[src/rtl/csc_pkg.sv]
package csc_pkg;

  // ----------------------------------------
  // register map
  // ----------------------------------------
  localparam logic [7:0] ADDR_CONTROL  = 8'h00;
  localparam logic [7:0] ADDR_RESULT   = 8'h04;
  localparam logic [7:0] ADDR_IRQ_STAT = 8'h08;
  localparam logic [7:0] ADDR_IRQ_EN   = 8'h0C;
  localparam logic [7:0] ADDR_IRQ_CLR  = 8'h10;

  // ----------------------------------------
  // control fields and reset values
  // ----------------------------------------
  localparam int          CTL_EN_BIT   = 0;
  localparam int          CTL_SEL_LSB  = 1;
  localparam int          CTL_SRC_BIT  = 4;
  localparam int          CTL_RSV_BIT  = 5;
  localparam logic [7:0]  CTL_RESET    = 8'h00;
  localparam logic [7:0]  RESULT_RESET = 8'h00;
  localparam int          IRQ_DONE_BIT = 0;
  localparam int          IRQ_LOST_BIT = 1;
  localparam int          IRQ_W        = 2;

  // ----------------------------------------
  // gate interval: exponents per select code
  // ----------------------------------------
  localparam int SEL_EXP_BASE = 3;
  localparam int SEL_EXP_STEP = 2;
  localparam int TB_W         = 18;

  typedef enum logic [1:0] {
    ST_IDLE = 2'b00,
    ST_WAIT = 2'b01,
    ST_RUN  = 2'b10,
    ST_LOST = 2'b11
  } mon_state_t;

  typedef struct packed {
    logic        en;
    logic [2:0]  sel;
    logic        src;
  } ctl_t;

  typedef struct packed {
    logic        gate;
    logic        gateRise;
    logic        gateFall;
  } gate_t;

endpackage : csc_pkg

[src/rtl/gate_edge_detect.sv]
`timescale 1ns/1ps
module gate_edge_detect (
  input  wire logic                clk_sys,
  input  wire logic                rstSync_b,
  input  wire logic [csc_pkg::TB_W-1:0] tbCount,
  input  wire logic [2:0]          sel,
  output csc_pkg::gate_t           gateOut
);
  import csc_pkg::*;

  typedef struct packed {
    logic       prev;
    logic [2:0] sel;
  } st_t;

  st_t  st_r;
  st_t  st_nxt;
  logic lvl;

  // ----------------------------------------
  // tap select and edges
  // ----------------------------------------
  always_comb begin
    lvl             = tbCount[SEL_EXP_BASE + SEL_EXP_STEP * int'(sel) - 1];
    st_nxt.prev     = lvl;
    st_nxt.sel      = sel;
    // no edge in the cycle after a tap change
    gateOut.gate     = lvl;
    gateOut.gateRise = lvl & ~st_r.prev & (sel == st_r.sel);
    gateOut.gateFall = ~lvl & st_r.prev & (sel == st_r.sel);
  end

  always_ff @(posedge clk_sys or negedge rstSync_b) begin
    if (!rstSync_b) begin
      st_r <= '0;
    end else begin
      st_r <= st_nxt;
    end
  end

endmodule : gate_edge_detect

[src/rtl/osc_edge_detect.sv]
`timescale 1ns/1ps
module osc_edge_detect (
  input  wire logic clk_sys,
  input  wire logic rstSync_b,
  input  wire logic oscIn,
  output logic      oscTick
);
  import csc_pkg::*;

  typedef struct packed {
    logic s1;
    logic s2;
    logic s3;
  } st_t;

  st_t st_r;
  st_t st_nxt;

  // ----------------------------------------
  // two-flop sync and rise detect
  // ----------------------------------------
  always_comb begin
    st_nxt.s1 = oscIn;
    st_nxt.s2 = st_r.s1;
    st_nxt.s3 = st_r.s2;
    oscTick   = st_r.s2 & ~st_r.s3;
  end

  always_ff @(posedge clk_sys or negedge rstSync_b) begin
    if (!rstSync_b) begin
      st_r <= '0;
    end else begin
      st_r <= st_nxt;
    end
  end

endmodule : osc_edge_detect

[src/rtl/clock_supervisor_counter_ctrl.sv]
`timescale 1ns/1ps
module clock_supervisor_counter_ctrl #(
  parameter int CNT_W = 8
) (
  input  wire logic                         clk_sys,
  input  wire logic                         rst_b,
  input  wire logic                         psel,
  input  wire logic                         penable,
  input  wire logic                         pwrite,
  input  wire logic [7:0]                   paddr,
  input  wire logic [31:0]                  pwdata,
  output logic      [31:0]                  prdata,
  output logic                              pready,
  output logic                              pslverr,
  input  wire logic [csc_pkg::TB_W-1:0]     tbCount,
  input  wire logic                         tbRunning,
  input  wire logic                         mainOsc,
  input  wire logic                         subOsc,
  output logic                              irq
);
  import csc_pkg::*;

  // ----------------------------------------
  // reset release
  // ----------------------------------------
  logic rstMeta;
  logic rstSync_b;

  always_ff @(posedge clk_sys or negedge rst_b) begin
    if (!rst_b) begin
      rstMeta   <= 1'b0;
      rstSync_b <= 1'b0;
    end else begin
      rstMeta   <= 1'b1;
      rstSync_b <= rstMeta;
    end
  end

  // ----------------------------------------
  // state
  // ----------------------------------------
  typedef struct packed {
    mon_state_t             state;
    ctl_t                   ctl;
    logic [CNT_W-1:0]       count;
    logic [CNT_W-1:0]       result;
    logic                   stalled;
    logic [IRQ_W-1:0]       irqStat;
    logic [IRQ_W-1:0]       irqEn;
    logic [31:0]            rdata;
  } st_t;

  st_t    st_r;
  st_t    st_nxt;
  gate_t  gateSig;
  logic   mainTick;
  logic   subTick;
  logic   oscTick;
  logic   wrEn;
  logic   rdEn;
  logic   hit;
  logic   swStart;
  logic   swStop;
  logic   windowEnd;
  logic [IRQ_W-1:0] irqSet;

  gate_edge_detect u_gate (
    .clk_sys   (clk_sys),
    .rstSync_b (rstSync_b),
    .tbCount   (tbCount),
    .sel       (st_r.ctl.sel),
    .gateOut   (gateSig)
  );

  osc_edge_detect u_main (
    .clk_sys   (clk_sys),
    .rstSync_b (rstSync_b),
    .oscIn     (mainOsc),
    .oscTick   (mainTick)
  );

  osc_edge_detect u_sub (
    .clk_sys   (clk_sys),
    .rstSync_b (rstSync_b),
    .oscIn     (subOsc),
    .oscTick   (subTick)
  );

  // ----------------------------------------
  // next state
  // ----------------------------------------
  always_comb begin
    st_nxt    = st_r;
    oscTick   = st_r.ctl.src ? subTick : mainTick;
    wrEn      = psel & penable & pwrite;
    rdEn      = psel & ~penable & ~pwrite;
    hit       = (paddr == ADDR_CONTROL) || (paddr == ADDR_RESULT) ||
                (paddr == ADDR_IRQ_STAT) || (paddr == ADDR_IRQ_EN) ||
                (paddr == ADDR_IRQ_CLR);
    swStart   = wrEn && paddr == ADDR_CONTROL && pwdata[CTL_EN_BIT] && !st_r.ctl.en;
    swStop    = wrEn && paddr == ADDR_CONTROL && !pwdata[CTL_EN_BIT] && st_r.ctl.en;
    windowEnd = 1'b0;
    irqSet    = '0;

    // measurement sequencing
    unique case (st_r.state)
      ST_IDLE: begin
      end
      ST_WAIT: begin
        if (tbRunning && gateSig.gateRise) begin
          st_nxt.state = ST_RUN;
        end
      end
      ST_RUN: begin
        if (tbRunning && gateSig.gateRise) begin
          if (st_r.stalled && !oscTick) begin
            st_nxt.state = ST_LOST;
          end else begin
            windowEnd = 1'b1;
          end
        end else if (tbRunning && oscTick) begin
          st_nxt.count   = st_r.count + 1'b1;
          st_nxt.stalled = 1'b0;
        end
      end
      ST_LOST: begin
        if (oscTick) begin
          st_nxt.count = st_r.count + 1'b1;
          windowEnd    = 1'b1;
        end else if (gateSig.gateFall) begin
          st_nxt.count      = '0;
          st_nxt.ctl.en     = 1'b0;
          st_nxt.state      = ST_IDLE;
          irqSet[IRQ_LOST_BIT] = 1'b1;
        end
      end
    endcase

    // stall marker: no oscillator edge since last gate fall
    if (st_r.state == ST_RUN && gateSig.gateFall && !oscTick) begin
      st_nxt.stalled = 1'b1;
    end

    if (windowEnd) begin
      st_nxt.result = (st_r.state == ST_LOST) ? st_nxt.count : st_r.count;
      st_nxt.ctl.en = 1'b0;
      st_nxt.state  = ST_IDLE;
      irqSet[IRQ_DONE_BIT] = 1'b1;
    end

    // register writes
    if (wrEn) begin
      unique case (paddr)
        ADDR_CONTROL: begin
          if (!st_r.ctl.en) begin
            st_nxt.ctl.src = pwdata[CTL_SRC_BIT];
            st_nxt.ctl.sel = pwdata[CTL_SEL_LSB +: 3];
          end
        end
        ADDR_IRQ_EN: st_nxt.irqEn = pwdata[IRQ_W-1:0];
        ADDR_IRQ_CLR: st_nxt.irqStat = st_r.irqStat & ~pwdata[IRQ_W-1:0];
        default: begin
        end
      endcase
    end
    st_nxt.irqStat = st_nxt.irqStat | irqSet;

    if (swStart) begin
      st_nxt.ctl.en  = 1'b1;
      st_nxt.result  = '0;
      st_nxt.count   = '0;
      st_nxt.stalled = 1'b0;
      st_nxt.state   = ST_WAIT;
    end
    if (swStop) begin
      st_nxt.ctl.en = 1'b0;
      st_nxt.result = '0;
      st_nxt.count  = '0;
      st_nxt.state  = ST_IDLE;
    end

    // read data captured in setup phase
    if (rdEn) begin
      unique case (paddr)
        ADDR_CONTROL:
          st_nxt.rdata = {24'h000000, 2'b00, 1'b0, st_r.ctl.src, st_r.ctl.sel,
                          st_r.ctl.en};
        ADDR_RESULT:
          st_nxt.rdata = st_r.ctl.en ? 32'h00000000 :
                         {{(32-CNT_W){1'b0}}, st_r.result};
        ADDR_IRQ_STAT: st_nxt.rdata = {{(32-IRQ_W){1'b0}}, st_r.irqStat};
        ADDR_IRQ_EN:   st_nxt.rdata = {{(32-IRQ_W){1'b0}}, st_r.irqEn};
        default:       st_nxt.rdata = 32'h00000000;
      endcase
    end
  end

  always_ff @(posedge clk_sys or negedge rstSync_b) begin
    if (!rstSync_b) begin
      st_r        <= '0;
      st_r.state  <= ST_IDLE;
    end else begin
      st_r <= st_nxt;
    end
  end

  // ----------------------------------------
  // outputs
  // ----------------------------------------
  assign prdata  = st_r.rdata;
  assign pready  = 1'b1;
  assign pslverr = psel & penable & ~hit;
  assign irq     = |(st_r.irqStat & st_r.irqEn);

  // ----------------------------------------
  // assertions
  // ----------------------------------------
  property p_start_clears;
    @(posedge clk_sys) disable iff (!rstSync_b)
      swStart |=> (st_r.result == '0 && st_r.ctl.en && st_r.state == ST_WAIT);
  endproperty
  a_start_clears: assert property (p_start_clears) else $error("start not clean");

  property p_stop_clears;
    @(posedge clk_sys) disable iff (!rstSync_b)
      swStop |=> (st_r.result == '0 && !st_r.ctl.en && st_r.count == '0);
  endproperty
  a_stop_clears: assert property (p_stop_clears) else $error("stop not clean");

  property p_done_self_clear;
    @(posedge clk_sys) disable iff (!rstSync_b)
      (st_r.state == ST_RUN && gateSig.gateRise && tbRunning && !st_r.stalled && !swStop)
        |=> (!st_r.ctl.en && st_r.result == $past(st_r.count));
  endproperty
  a_done_self_clear: assert property (p_done_self_clear) else $error("no self clear");

  property p_wait_to_run;
    @(posedge clk_sys) disable iff (!rstSync_b)
      (st_r.state == ST_WAIT && gateSig.gateRise && tbRunning && !wrEn) |=> st_r.state == ST_RUN;
  endproperty
  a_wait_to_run: assert property (p_wait_to_run) else $error("window not opened");

  property p_tb_halt;
    @(posedge clk_sys) disable iff (!rstSync_b)
      (st_r.state == ST_RUN && !tbRunning && !wrEn) |=> $stable(st_r.count);
  endproperty
  a_tb_halt: assert property (p_tb_halt) else $error("count moved while halted");

  property p_lost_fall;
    @(posedge clk_sys) disable iff (!rstSync_b)
      (st_r.state == ST_LOST && gateSig.gateFall && !oscTick && !wrEn)
        |=> (!st_r.ctl.en && st_r.count == '0 && st_r.irqStat[IRQ_LOST_BIT]);
  endproperty
  a_lost_fall: assert property (p_lost_fall) else $error("lost clear missing");

  property p_lost_resume;
    @(posedge clk_sys) disable iff (!rstSync_b)
      (st_r.state == ST_LOST && oscTick && !wrEn) |=> (!st_r.ctl.en && st_r.state == ST_IDLE);
  endproperty
  a_lost_resume: assert property (p_lost_resume) else $error("resume no clear");

  property p_src_count;
    @(posedge clk_sys) disable iff (!rstSync_b)
      (st_r.state == ST_RUN && tbRunning && oscTick && !gateSig.gateRise && !wrEn)
        |=> st_r.count == $past(st_r.count) + 1'b1;
  endproperty
  a_src_count: assert property (p_src_count) else $error("count step wrong");

  property p_ctl_locked;
    @(posedge clk_sys) disable iff (!rstSync_b)
      (st_r.ctl.en && !windowEnd && st_r.state != ST_LOST) |=>
        (st_r.ctl.sel == $past(st_r.ctl.sel) && st_r.ctl.src == $past(st_r.ctl.src));
  endproperty
  a_ctl_locked: assert property (p_ctl_locked) else $error("select changed while on");

  property p_result_masked;
    @(posedge clk_sys) disable iff (!rstSync_b)
      (rdEn && paddr == ADDR_RESULT && st_r.ctl.en) |=> prdata == 32'h00000000;
  endproperty
  a_result_masked: assert property (p_result_masked) else $error("result visible");

  property p_stall_to_lost;
    @(posedge clk_sys) disable iff (!rstSync_b)
      (st_r.state == ST_RUN && gateSig.gateRise && tbRunning && st_r.stalled && !oscTick &&
       !wrEn) |=> st_r.state == ST_LOST;
  endproperty
  a_stall_to_lost: assert property (p_stall_to_lost) else $error("stall not caught");

  property p_ctl_top_zero;
    @(posedge clk_sys) disable iff (!rstSync_b)
      (rdEn && paddr == ADDR_CONTROL) |=> prdata[31:5] == 27'h0000000;
  endproperty
  a_ctl_top_zero: assert property (p_ctl_top_zero) else $error("top bits set");

  property p_status_sticky;
    @(posedge clk_sys) disable iff (!rstSync_b)
      (irqSet != '0) |=>
        ((st_r.irqStat & $past(irqSet)) == $past(irqSet));
  endproperty
  a_status_sticky: assert property (p_status_sticky) else $error("status set lost");

  property p_wait_halt;
    @(posedge clk_sys) disable iff (!rstSync_b)
      (st_r.state == ST_WAIT && !tbRunning && !wrEn) |=> st_r.state == ST_WAIT;
  endproperty
  a_wait_halt: assert property (p_wait_halt) else $error("window opened while halted");

  property p_result_hold;
    @(posedge clk_sys) disable iff (!rstSync_b)
      (st_r.state == ST_IDLE && !wrEn) |=> $stable(st_r.result);
  endproperty
  a_result_hold: assert property (p_result_hold) else $error("result moved when idle");

  property p_resume_result;
    @(posedge clk_sys) disable iff (!rstSync_b)
      (st_r.state == ST_LOST && oscTick && !wrEn)
        |=> st_r.result == $past(st_r.count) + 1'b1;
  endproperty
  a_resume_result: assert property (p_resume_result) else $error("resume result wrong");

  c_done: cover property (@(posedge clk_sys) disable iff (!rstSync_b)
    windowEnd && st_r.state == ST_RUN);
  c_lost: cover property (@(posedge clk_sys) disable iff (!rstSync_b)
    st_r.state == ST_LOST ##1 st_r.state == ST_IDLE);
  c_stop: cover property (@(posedge clk_sys) disable iff (!rstSync_b) swStop);
  c_start: cover property (@(posedge clk_sys) disable iff (!rstSync_b) swStart);
  c_irq:  cover property (@(posedge clk_sys) disable iff (!rstSync_b) $rose(irq));

endmodule : clock_supervisor_counter_ctrl

[config.mk]
export PLATFORM = sky130hd
export DESIGN_NAME = clock_supervisor_counter_ctrl
export DESIGN_NICKNAME = d
export VERILOG_FILES = /design/src/rtl/csc_pkg.sv /design/src/rtl/gate_edge_detect.sv /design/src/rtl/osc_edge_detect.sv /design/src/rtl/clock_supervisor_counter_ctrl.sv
export SDC_FILE = /design/constraint.sdc
export NUM_CORES = 1
export LEC_CHECK = 0
export ABC_AREA = 1
export BUFFER_PORTS_ARGS = -buffer_cell sky130_fd_sc_hd__buf_2
export CAP_MARGIN = 20
export CORE_MARGIN = 8
export CORE_UTILIZATION = 55
export CTS_CLUSTER_DIAMETER = 40
export DETAILED_ROUTE_END_ITERATION = 16
export PLACE_DENSITY = 0.95
export SYNTH_ARGS = -nofsm -noshare
export SYNTH_HDL_FRONTEND = slang
export SYNTH_SLANG_ARGS = --single-unit
[constraint.sdc]
create_clock -name clk_sys -period 4.2 [get_ports clk_sys]
set_input_delay 0.21 -clock clk_sys [delete_from_list [all_inputs] [get_ports clk_sys]]
set_output_delay 0.21 -clock clk_sys [all_outputs]
set_load 0.03 [all_outputs]
# ---- Yosys cells after proc, flatten, opt, wreduce, memory -nomap -nowiden
# Cells that the tools add are included.
dict set report classes {
  magnitude_cmp 1
  div_mod_pow 0
  bitwise 23
  multipliers 0
  shift 0
  n_eq_ne 15
  add_sub_neg 3
  n_reduce_logical 30
  mux 40
}
# cell count
set op_table {}
lappend op_table {{2-to-1 mux 8 bit} 7}
lappend op_table {{< comparator 32 x 7 -> 1 bit, second input constant} 1}
lappend op_table {{one-hot mux 8 bit (4 select lines)} 1}
lappend op_table {{subtractor 32 x 2 -> 32 bit, second input constant} 1}
lappend op_table {{!= test 5 bit, second input constant} 5}
lappend op_table {{2-to-1 mux 17 bit} 1}
lappend op_table {{== test 8 x 4 -> 1 bit, second input constant} 2}
lappend op_table {{2-to-1 mux 16 bit} 1}
lappend op_table {{one-hot mux 8 bit (2 select lines)} 1}
lappend op_table {{2-to-1 mux 1 bit} 15}
lappend op_table {{2-to-1 mux 3 bit} 5}
lappend op_table {{bitwise AND 1 bit} 11}
lappend op_table {{logical AND 1 bit} 10}
lappend op_table {{2-to-1 mux 2 bit} 5}
lappend op_table {{AND reduction 3 bit} 3}
lappend op_table {{nonzero test 3 bit} 3}
lappend op_table {{adder 8 x 1 -> 8 bit, second input constant} 1}
lappend op_table {{== test 8 x 3 -> 1 bit, second input constant} 1}
lappend op_table {{== test 8 x 5 -> 1 bit, second input constant} 1}
lappend op_table {{logical NOT 8 bit} 1}
lappend op_table {{inverter 1 bit} 8}
lappend op_table {{nonzero test 4 bit} 2}
lappend op_table {{one-hot mux 2 bit (3 select lines)} 1}
lappend op_table {{AND reduction 6 bit} 1}
lappend op_table {{17 further kinds} 24}
dict set report totals {
  ff_bits 72
  rom_bits 0
  n_memories 0
  ram_bits 0
  latchBits 0
}

# ---- Longest topological paths before layout
# Gate-level depths: netlist of run 1.
dict set report depth {
  ltp_word 15
  mapped_depth 15
}

# ---- Hierarchy
# From an unflattened synthesis of run 1, not the netlist that was laid out.
dict set report unflattened {
  cells_unflattened 428
  hier_area_um2 3106.7
}
# mod seq_area_each_um2 n_inst area_each_um2 cells_each
set by_module_without_submodules {}
lappend by_module_without_submodules {clock_supervisor_counter_ctrl 950.9 1 2593.7 370}
lappend by_module_without_submodules {gate_edge_detect 100.1 1 342.8 48}
lappend by_module_without_submodules {osc_edge_detect 75.1 2 85.1 5}

# ---- Worst setup path before layout of run 1
# No wires, ideal clock.
dict set report synth_path {
  path_kind {reg2reg}
  startpoint {register st_r[55] (netlist name)}
  endpoint {register st_r[57] (netlist name)}
  stages_incl_launch_ff 14
  setup_time_ns 0.118
  path_slack_ns 2.395
  t_arrival_ns 1.687
  n_path_buf 1
  required_ns 4.082
  path_cell_list {dfrtp_1 > ha_1 > inv_1 > nand3_1 > nand2_1 > nand2_1 > nand3_2 > nand2_2 > nand4_2 > nand2_2 > nor2_2 > buf_6 > nand3_1 > nand2_1}
}
dict set report synth_between {
  elab_chain_len 13
}
# item line
set synth_lines {}
lappend synth_lines {{start, declared} clock_supervisor_counter_ctrl.sv:53} ;# st_t st_r;
lappend synth_lines {{start signal, assigned} clock_supervisor_counter_ctrl.sv:203} ;# st_r <= st_nxt;
lappend synth_lines {{adder 2 x 4 -> 5 bit *} gate_edge_detect.sv:24} ;# lvl = tbCount[SEL_EXP_BASE + SEL_EXP_STEP * int'(sel) - 1];
lappend synth_lines {{subtractor 32 x 2 -> 32 bit *} gate_edge_detect.sv:24}
lappend synth_lines {{binary-select mux 1 bit (select 5 bit) *} gate_edge_detect.sv:24}
lappend synth_lines {{2-to-1 mux 1 bit (implied by the code) * (2 in a row)} gate_edge_detect.sv:24}
lappend synth_lines {{via u_gate.lvl} gate_edge_detect.sv:18} ;# logic lvl;
lappend synth_lines {{bitwise AND 1 bit (2 in a row)} gate_edge_detect.sv:29} ;# gateOut.gateRise = lvl & ~st_r.prev & (sel == st_r.sel);
lappend synth_lines {{logical AND 1 bit} clock_supervisor_counter_ctrl.sv:115} ;# if (tbRunning && gateSig.gateRise) begin
lappend synth_lines {{2-to-1 mux 1 bit} clock_supervisor_counter_ctrl.sv:115}
lappend synth_lines {{one-hot mux 1 bit (2 select lines)} clock_supervisor_counter_ctrl.sv:106} ;# unique case (st_r.state)
lappend synth_lines {{2-to-1 mux 3 bit} clock_supervisor_counter_ctrl.sv:144} ;# if (windowEnd) begin
lappend synth_lines {{2-to-1 mux 3 bit} clock_supervisor_counter_ctrl.sv:168} ;# if (swStart) begin
lappend synth_lines {{2-to-1 mux 3 bit} clock_supervisor_counter_ctrl.sv:175} ;# if (swStop) begin
# The timed path passes the listed nets; every way through them passes the cells marked *. The select of a mux whose other input is x is not followed.
# A chain may end at the register's enable or synchronous reset.

# ---- Worst setup path in the final report of run 1
dict set report layout_path {
  startpoint {register st_r[54] (netlist name)}
  endpoint {register st_r[58] (netlist name)}
}
dict set report layout_between {
  elab_chain_len 13
}
# item line
set layout_lines {}
lappend layout_lines {{adder 2 x 4 -> 5 bit *} gate_edge_detect.sv:24}
lappend layout_lines {{subtractor 32 x 2 -> 32 bit *} gate_edge_detect.sv:24}
lappend layout_lines {{binary-select mux 1 bit (select 5 bit) *} gate_edge_detect.sv:24}
lappend layout_lines {{2-to-1 mux 1 bit (implied by the code) * (2 in a row)} gate_edge_detect.sv:24}
lappend layout_lines {{via u_gate.lvl} gate_edge_detect.sv:18}
lappend layout_lines {{parallel branches: the longest is 8 deep, another holds AND reduction 6 bit} --}
# Mark *: on every way through the listed nets, which the timed path passes. The select of a mux whose other input is x is not followed.

==> out/results.ini, run 1 <==
[setup_path]
slowest_delay_ns = 0.51
crit_path_top_delay_cell = dfrtp_1
arrival_ns = 2.68
cp_cell_sequence = ha_1 -> inv_1 -> nand3_1 -> nand2_1 -> nand2_1 -> nand3_2 -> nand2_2 -> nand4_2 -> nand2_2 -> nor2_2 -> nand2_1 -> nand2_1 -> nand2_1
end_kind = register
path_max_fanout = 12
path_class = register to register
cpMostUsedCell = nand2_1
worstPathRequired_ns = 4.40
crit_family = simple AND/OR/NAND/NOR gates
path_buf_inv = 1
crit_path_start_kind = register

[clock_network]
numCtsBuffers = 5
clkTransAtPathRegs_ns = 0.09
cts.sink_count = 48
cts_tree = yes
clockBufferDepth = 2
cts_resized = 0
clock_latency_ns = 0.31
clockRootBuffer = clkbuf_8
htreeDepth = 2

[synth]
ys_types = 34
synth.most_common_cell = nand2_1
ys_ff_latch = 48
synth_cells = 421
synth_edf_count = 0
synth_seq_area_share = 0.387
yosys.area.top_type = dfrtp_1
netlist_top_cells_count = nand2_1 (122), dfrtp_1 (48), inv_1 (48), nand3_1 (44), buf_4 (34)
synthesis.area_mm2 = 0.00310
synth_area_per_cell_um2 = 7.36
yosysTopAreaCellShare = 0.387
ys.warnings.count = 0
synthFlopType = dfrtp_1
synth_area_leaders = dfrtp_1 (39%), nand2_1 (15%), buf_4 (8.2%)
async_flop_share = 1.00

[sta]
clock_skew_ns = 0.00602
setup_tns_ns = 0
slew-limit-headroom = 0.450
final_max_slew_viol_count = 0
max_slew.worst_pin.slew_ns = 0.822
rsz0062_at_grt = false
hold_viol_final = 0
fmax_mhz = 404
post-route-min-period_ns = 2.48
layout_setup_ws_ns = 1.72
holdWs_ns = 0.0950
period_share = 0.590
setup_viol = 0

[power_and_ir_drop]
p_per_area_mw_per_mm2 = 437
max-vdd-ir-drop_uv = 290
p_leak_nw = 1.83
total_power_mw = 1.46

[detailed_routing]
dr.pass1.iters = 5
drc = 0
routed_wl_mm = 7.53
wl_per_cell_um = 14.2
vias_per_cell = 5.38
drtIter0Drc = 187
ant_nets = 0
via_count = 2844

[final_layout]
fin_nets = 524
n_antenna_cell = 0
fillers = 508
area_growth_pct = 7.75
layout-drive-gt1-share = 0.164

[placement]
post-place-ws_ns = 1.76
hpwl_mm = 5.74
port_buffers = 39
gp_congestion = 0.950

[floorplan]
dieArea_mm2 = 0.00830
fp.dieH_um = 91.1
start_util = 0.567
coreArea_mm2 = 0.00547
rows = 27
die_x_um = 91.1
pin_count = 101

[job]
cap_violations = 0

[grt]
grt_first_pass_wirelength_mm = 12.4
grtUsageMet1 = 0.202
met3_usage = 0.0453
grt_overflow = 0
grt_max_degree = 47
met2_usage = 0.305
grt_antenna_before_repair = 0
busiest_layer = met2
grt_usage = 0.177
grt_pass1_vias = 2731

[hold_path]
min_path_type = input port to register

[status]
status = complete, no violations

-- state kept, by name (all words and copies together), names as in the netlist --
register,count
prdata,8
rstMeta,1
rstSync_b,1
st_r,28
u_gate.st_r,4
u_main.st_nxt,2
u_main.st_r,1
u_sub.st_nxt,2
u_sub.st_r,1
-- per-stage QoR --
step,instance area [um^2],util,cells
detailed placement,3190,0.584,517
floorplan,3190,-,445
finish,3340,0.610,529
CTS,3310,0.605,527
global placement,3190,0.584,517
global route,3340,0.610,529
-- per-layer routing --
layer | up-vias | share of wire
met5 | - | 0
met4 | 0 | 0.032
met3 | 25 | 0.068
met2 | 122 | 0.50
met1 | 1332 | 0.40
li1 | 1365 | -
-- layout make-up --
| type | count | area (um^2) | share of cell area |
|---|---|---|---|
| Tap cell | 72 | 90.1 | 0.0270 |
| Clock buffer | 6 | 82.6 | 0.0247 |
| Multi-Input combinational cell | 303 | 1500 | 0.449 |
| Inverter | 55 | 206 | 0.0618 |
| Sequential cell | 48 | 1200 | 0.360 |
| Clock inverter | 2 | 13.8 | 0.00412 |
| Timing Repair Buffer | 43 | 245 | 0.0734 |
-- worst paths after layout --
path                            slack (ns)  depth (start not counted)  endpoint  startpoint
worst max-delay path                  1.72                         13  st_r[58]    st_r[54]
worst min-delay path                  0.09                          3  st_r[56]   pwdata[3]
worst max register to register        1.72                         13  st_r[58]    st_r[54]
worst min register to register        0.12                          0  st_r[46]   rstSync_b
max in group asynchronous             3.61                          1  st_r[52]   rstSync_b
min in group asynchronous             0.12                          0  st_r[46]   rstSync_b
-- worst reg2reg max path: stages (launching register included) --
cell	delay, ns
dfrtp_1	0.51
ha_1	0.39
inv_1	0.11
nand3_1	0.08
nand2_1	0.07
nand2_1	0.06
nand3_2	0.10
nand2_2	0.12
nand4_2	0.13
nand2_2	0.11
nor2_2	0.39
nand2_1	0.13
nand2_1	0.10
nand2_1	0.06
-- report_power, final --
| group | total [mW] | switching, mW | internal [mW] |
|---|---|---|---|
| combinational | 0.526 | 0.343 | 0.183 |
| clock | 0.296 | 0.162 | 0.135 |
| sequential | 0.639 | 0.0923 | 0.546 |
| total | 1.46 | 0.597 | 0.864 |
-- cell usage in the layout (no fill, tap or decap), types with 4 or more instances in the layout --
master	synthesis	routed
nand2_1	122	122
inv_1	48	48
dfrtp_1	48	47
nand3_1	44	44
buf_2	1	39
conb_1	2	26
o21ai_0	23	23
nor2_1	15	15
nand4_1	12	12
a21oi_1	8	8
nand2_2	6	6
nand3b_1	6	6
o22ai_1	6	6
clkbuf_8	0	6
inv_2	4	4
nor2_2	4	4
xor2_1	4	4
-- cells by family after synthesis --
logic type               count (synthesis)  synth area share
AO/OA/AOI/OAI                           43            0.0759
XOR/XNOR                                 7            0.0198
adder cells (fa/ha/maj)                  2           0.00807
buffers and inverters                   94             0.158
flip-flops                              48             0.387
other                                    2           0.00242
AND/OR/NAND/NOR                        225             0.349
-- what timing repair did --
| action | CTS | global route |
|---|---|---|
| hold buffers | 2 | 1 |
| endpoints found under the hold margin | 3 | 1 |
| setup buffers | 0 | 0 |
Power figures use the tool's default switching activity.
==> run 2, diff against run 1 <==
ABC_AREA = 0   (was 1)
CORE_UTILIZATION = 46   (was 55)
PLACE_DENSITY = 0.86   (was 0.95)
clock period = 2.14 ns   (was 4.2 ns; I/O delays follow)
==> run 2 against run 1 <==
  * The run now ends with negative setup slack left
  * Worst setup slack worse by 1.9 ns
  * Die area is 14% higher
  * Count of clock-buffer cells in the layout stayed put
  * Cell count is 12% lower
  * Non-clock buffer count is 27 higher
  * Sequential power is 80% higher
  * Sequential share of layout area is 1.7 points lower
  * Maximum frequency is 8.7% higher
  * Largest cell class unchanged
==> out/results.ini, run 2 <==
[status]
status = complete, but fails checks  ; was complete, no violations
violations = negative setup slack

[job]
cap_violations = 0  ; unchanged

[setup_path]
rr_startpoint = st_r[55]  ; was st_r[54]
crit_end = st_r[47]  ; was st_r[58]
arrival_ns = 2.49  ; was 2.68 ns
end_kind = register  ; unchanged
crit_family = compound AO/OA/AOI/OAI gates  ; was simple AND/OR/NAND/NOR gates
r2r_cells = 7  ; was 13
cp_cell_sequence = ha_4 -> mux2i_2 -> o22ai_2 -> o32a_4 -> a311oi_4 -> a21oi_1 -> a311oi_1  ; was ha_1 -> inv_1 -> nand3_1 -> nand2_1 -> nand2_1 -> nand3_2 -> nand2_2 -> nand4_2 -> nand2_2 -> nor2_2 -> nand2_1 -> nand2_1 -> nand2_1
path_buf_inv = 0  ; was 1
path_class = register to register  ; unchanged
r2r_setup_slack_ns = -0.14  ; was 1.72 ns
path_max_fanout = 6  ; was 12
worstPathRequired_ns = 2.35  ; was 4.40 ns
crit_path_top_delay_cell = dfrtp_1  ; unchanged
crit_path_start_kind = register  ; unchanged
r2r-end = st_r[47]  ; was st_r[58]
slowest_delay_ns = 0.42  ; was 0.51 ns
cp_num_cells = 7  ; was 13
startpoint = st_r[55]  ; was st_r[54]

[synth]
netlist_top_cells_count = dfrtp_1 (48), nand2_1 (35), buf_4 (33), nor2_1 (28)  ; was nand2_1 (122), dfrtp_1 (48), inv_1 (48), nand3_1 (44), buf_4 (34)
synthFlopType = dfrtp_1  ; unchanged
synth_cells = 335  ; was 421
synthesis.area_mm2 = 0.00303  ; was 0.00310 mm^2
ys_types = 59  ; was 34
ys.warnings.count = 0  ; unchanged
synth_edf_count = 0  ; unchanged
synth_area_leaders = dfrtp_1 (40%), buf_4 (8.2%), nand2_1 (4.3%)  ; was dfrtp_1 (39%), nand2_1 (15%), buf_4 (8.2%)
synth_seq_area_share = 0.397  ; was 0.387
ys_ff_latch = 48  ; unchanged
yosys.area.top_type = dfrtp_1  ; unchanged
synth_area_per_cell_um2 = 9.04  ; was 7.36 um^2
synth.most_common_cell = dfrtp_1  ; was nand2_1
async_flop_share = 1.00  ; unchanged
yosysTopAreaCellShare = 0.397  ; was 0.387

[clock_network]
clock_latency_ns = 0.30  ; was 0.31 ns
numCtsBuffers = 5  ; unchanged
clkTransAtPathRegs_ns = 0.09  ; about the same
cts.sink_count = 48  ; unchanged
clockRootBuffer = clkbuf_8  ; unchanged
clockBufferDepth = 2  ; unchanged
cts_tree = yes  ; unchanged
htreeDepth = 2  ; unchanged

[detailed_routing]
dr.pass1.iters = 5  ; unchanged
drc = 0  ; unchanged
route.met2.wl_mm = 3.98  ; was 3.73 mm
routed_wl_mm = 7.76  ; was 7.53 mm
via_count = 2712  ; was 2,844
ant_nets = 0  ; unchanged
routed-wl-met3_um = 597  ; was 513 um
wl_per_cell_um = 16.6  ; was 14.2 um
drtIter0Drc = 184  ; was 187
wl_met1_mm = 3.09  ; was 3.04 mm
top_layer = met4  ; unchanged
vias_per_cell = 5.81  ; was 5.38

[placement]
hpwl_mm = 5.81  ; was 5.74 mm
gp_congestion = 0.928  ; was 0.950
port_buffers = 39  ; unchanged
placedCellCount = 455  ; was 517
post-place-ws_ns = -0.245  ; was 1.76 ns

[floorplan]
rows = 29  ; was 27
coreArea_mm2 = 0.00635  ; was 0.00547 mm^2
die_x_um = 97.1  ; was 91.1 um
start_util = 0.477  ; was 0.567
pin_count = 101  ; unchanged
dieArea_mm2 = 0.00943  ; was 0.00830 mm^2
fp.dieH_um = 97.1  ; was 91.1 um

[power_and_ir_drop]
p_per_area_mw_per_mm2 = 802  ; was 437 mW/mm^2
switchingPower_mw = 1.03  ; was 0.597 mW
p_comb_frac = 0.359  ; was 0.360
p_leak_nw = 1.65  ; was 1.83 nW
seq_power_share = 0.410  ; was 0.437
max-vdd-ir-drop_uv = 604  ; was 290 uV
internal_power_mw = 1.78  ; was 0.864 mW
pwr-share-clk = 0.232  ; was 0.203
swShare = 0.366  ; was 0.409

[grt]
grt_max_degree = 33  ; was 47
grt_usage = 0.160  ; was 0.177
grt_first_pass_wirelength_mm = 12.7  ; was 12.4 mm
grt_antenna_before_repair = 0  ; unchanged
grt_pass1_vias = 2686  ; was 2,731
grt_overflow = 0  ; unchanged

[sta]
post-route-min-period_ns = 2.28  ; was 2.48 ns
final_max_slew_viol_count = 0  ; unchanged
period_share = 1.07  ; was 0.590
layout_setup_ws_ns = -0.140  ; was 1.72 ns
fmax_mhz = 439  ; was 404 MHz
rsz0062_at_grt = true  ; was false
max_slew.worst_pin.slew_ns = 0.556  ; was 0.822 ns
clock_skew_ns = 0.00926  ; was 0.00602 ns
setup_viol = 21  ; was 0
hold_viol_final = 0  ; unchanged
holdWs_ns = 0.0346  ; was 0.0950 ns
slew-limit-headroom = 0.627  ; was 0.450
setup_tns_ns = -2.03  ; was 0 ns

[final_layout]
fillers = 563  ; was 508
fin_cells = 467  ; was 529
n_antenna_cell = 0  ; unchanged
layout-drive-gt1-share = 0.264  ; was 0.164
fin_nets = 457  ; was 524
final_common_cell = dfrtp_1  ; was nand2_1
largest_reg_flops = 28  ; unchanged
final_cell_mix = dfrtp_1 (47), buf_2 (39), nand2_1 (35), nor2_1 (27), buf_4 (27)  ; was nand2_1 (122), inv_1 (48), dfrtp_1 (47), nand3_1 (44), buf_2 (39)
regMostFlops = st_r  ; unchanged
area_growth_pct = 15.7  ; was 7.75%

[hold_path]
min_path_type = input port to register  ; unchanged

run 2: cell types whose count changed after synthesis, moves of 6 or more:
cell,before,now
a21oi_1,8,20
a31oi_1,0,6
and3_1,0,9
clkbuf_1,3,9
inv_1,48,11
mux2_2,0,8
mux2i_1,0,8
nand2_1,122,35
nand2_2,6,0
nand3_1,44,20
nand4_1,12,1
nor2_1,15,28
o21ai_0,23,15
run 2: worst min path at each step:
stage	startpoint	to	depth (start not counted)
6_report	pwdata[3]	st_r[56]	2
2_1_floorplan	rst_b	rstMeta	0
5_1_grt	pwdata[3]	st_r[56]	2
3_3_place_gp	rst_b	rstMeta	1
4_1_cts	pwdata[3]	st_r[56]	2
3_5_place_dp	rst_b	rstMeta	1
run 2: logic make-up (layout without fill, tap and decap cells):
kind of cell	count (synthesis)	in the layout	synth area share
compound gates	81	81	0.189
xor+xnor	7	7	0.0202
fa+ha+maj	2	2	0.00826
buf+inv	58	89	0.117
flops	48	48	0.397
mux	17	17	0.0636
other cells	2	26	0.00248
simple gates	120	120	0.202
run 2: layout make-up:
class / count / area [um^2] / share of cell area
clock buffer: 6 / 72.6 / 0.0207
clock inverter: 2 / 35.0 / 0.0100
inverter: 11 / 41.3 / 0.0118
multi-input combinational: 253 / 1620 / 0.461
sequential: 48 / 1200 / 0.343
tap: 77 / 96.3 / 0.0275
timing repair buffer: 70 / 439 / 0.125
run 2: power by group through the flow:
stage	Sequential, mW	Clock, mW	Combinational [mW]
final	1.15	0.651	1.01
after CTS	1.14	0.661	0.987
after global placement	1.16	0	0.936
after global routing	1.16	0.693	1.10
after detailed placement	1.16	0	0.960
after floorplan	1.11	0	0.739
run 2: what timing repair did:
action | CTS | global route
hold buffers | 3 | 0
endpoints found under the setup margin | 22 | 22
gates cloned | 0 | 0
pin swaps | 3 | 1
hold endpoints to repair | 4 | 0
setup buffers | 1 | 0
resized for setup | 6 | 3
run 2: metal layers:
layer  vias up  GRT usage
li1       1256          -
met1      1317      0.189
met2       126      0.276
met3        13     0.0441
met4         0     0.0438
met5         -          0
run 2: stage by stage:
stage,instance area (um^2),total power [mW],util
global route,3500,2.95,0.552
global placement,3310,2.09,0.522
finish,3500,2.81,0.552
detailed placement,3310,2.12,0.522
floorplan,3130,1.85,-
CTS,3490,2.79,0.550
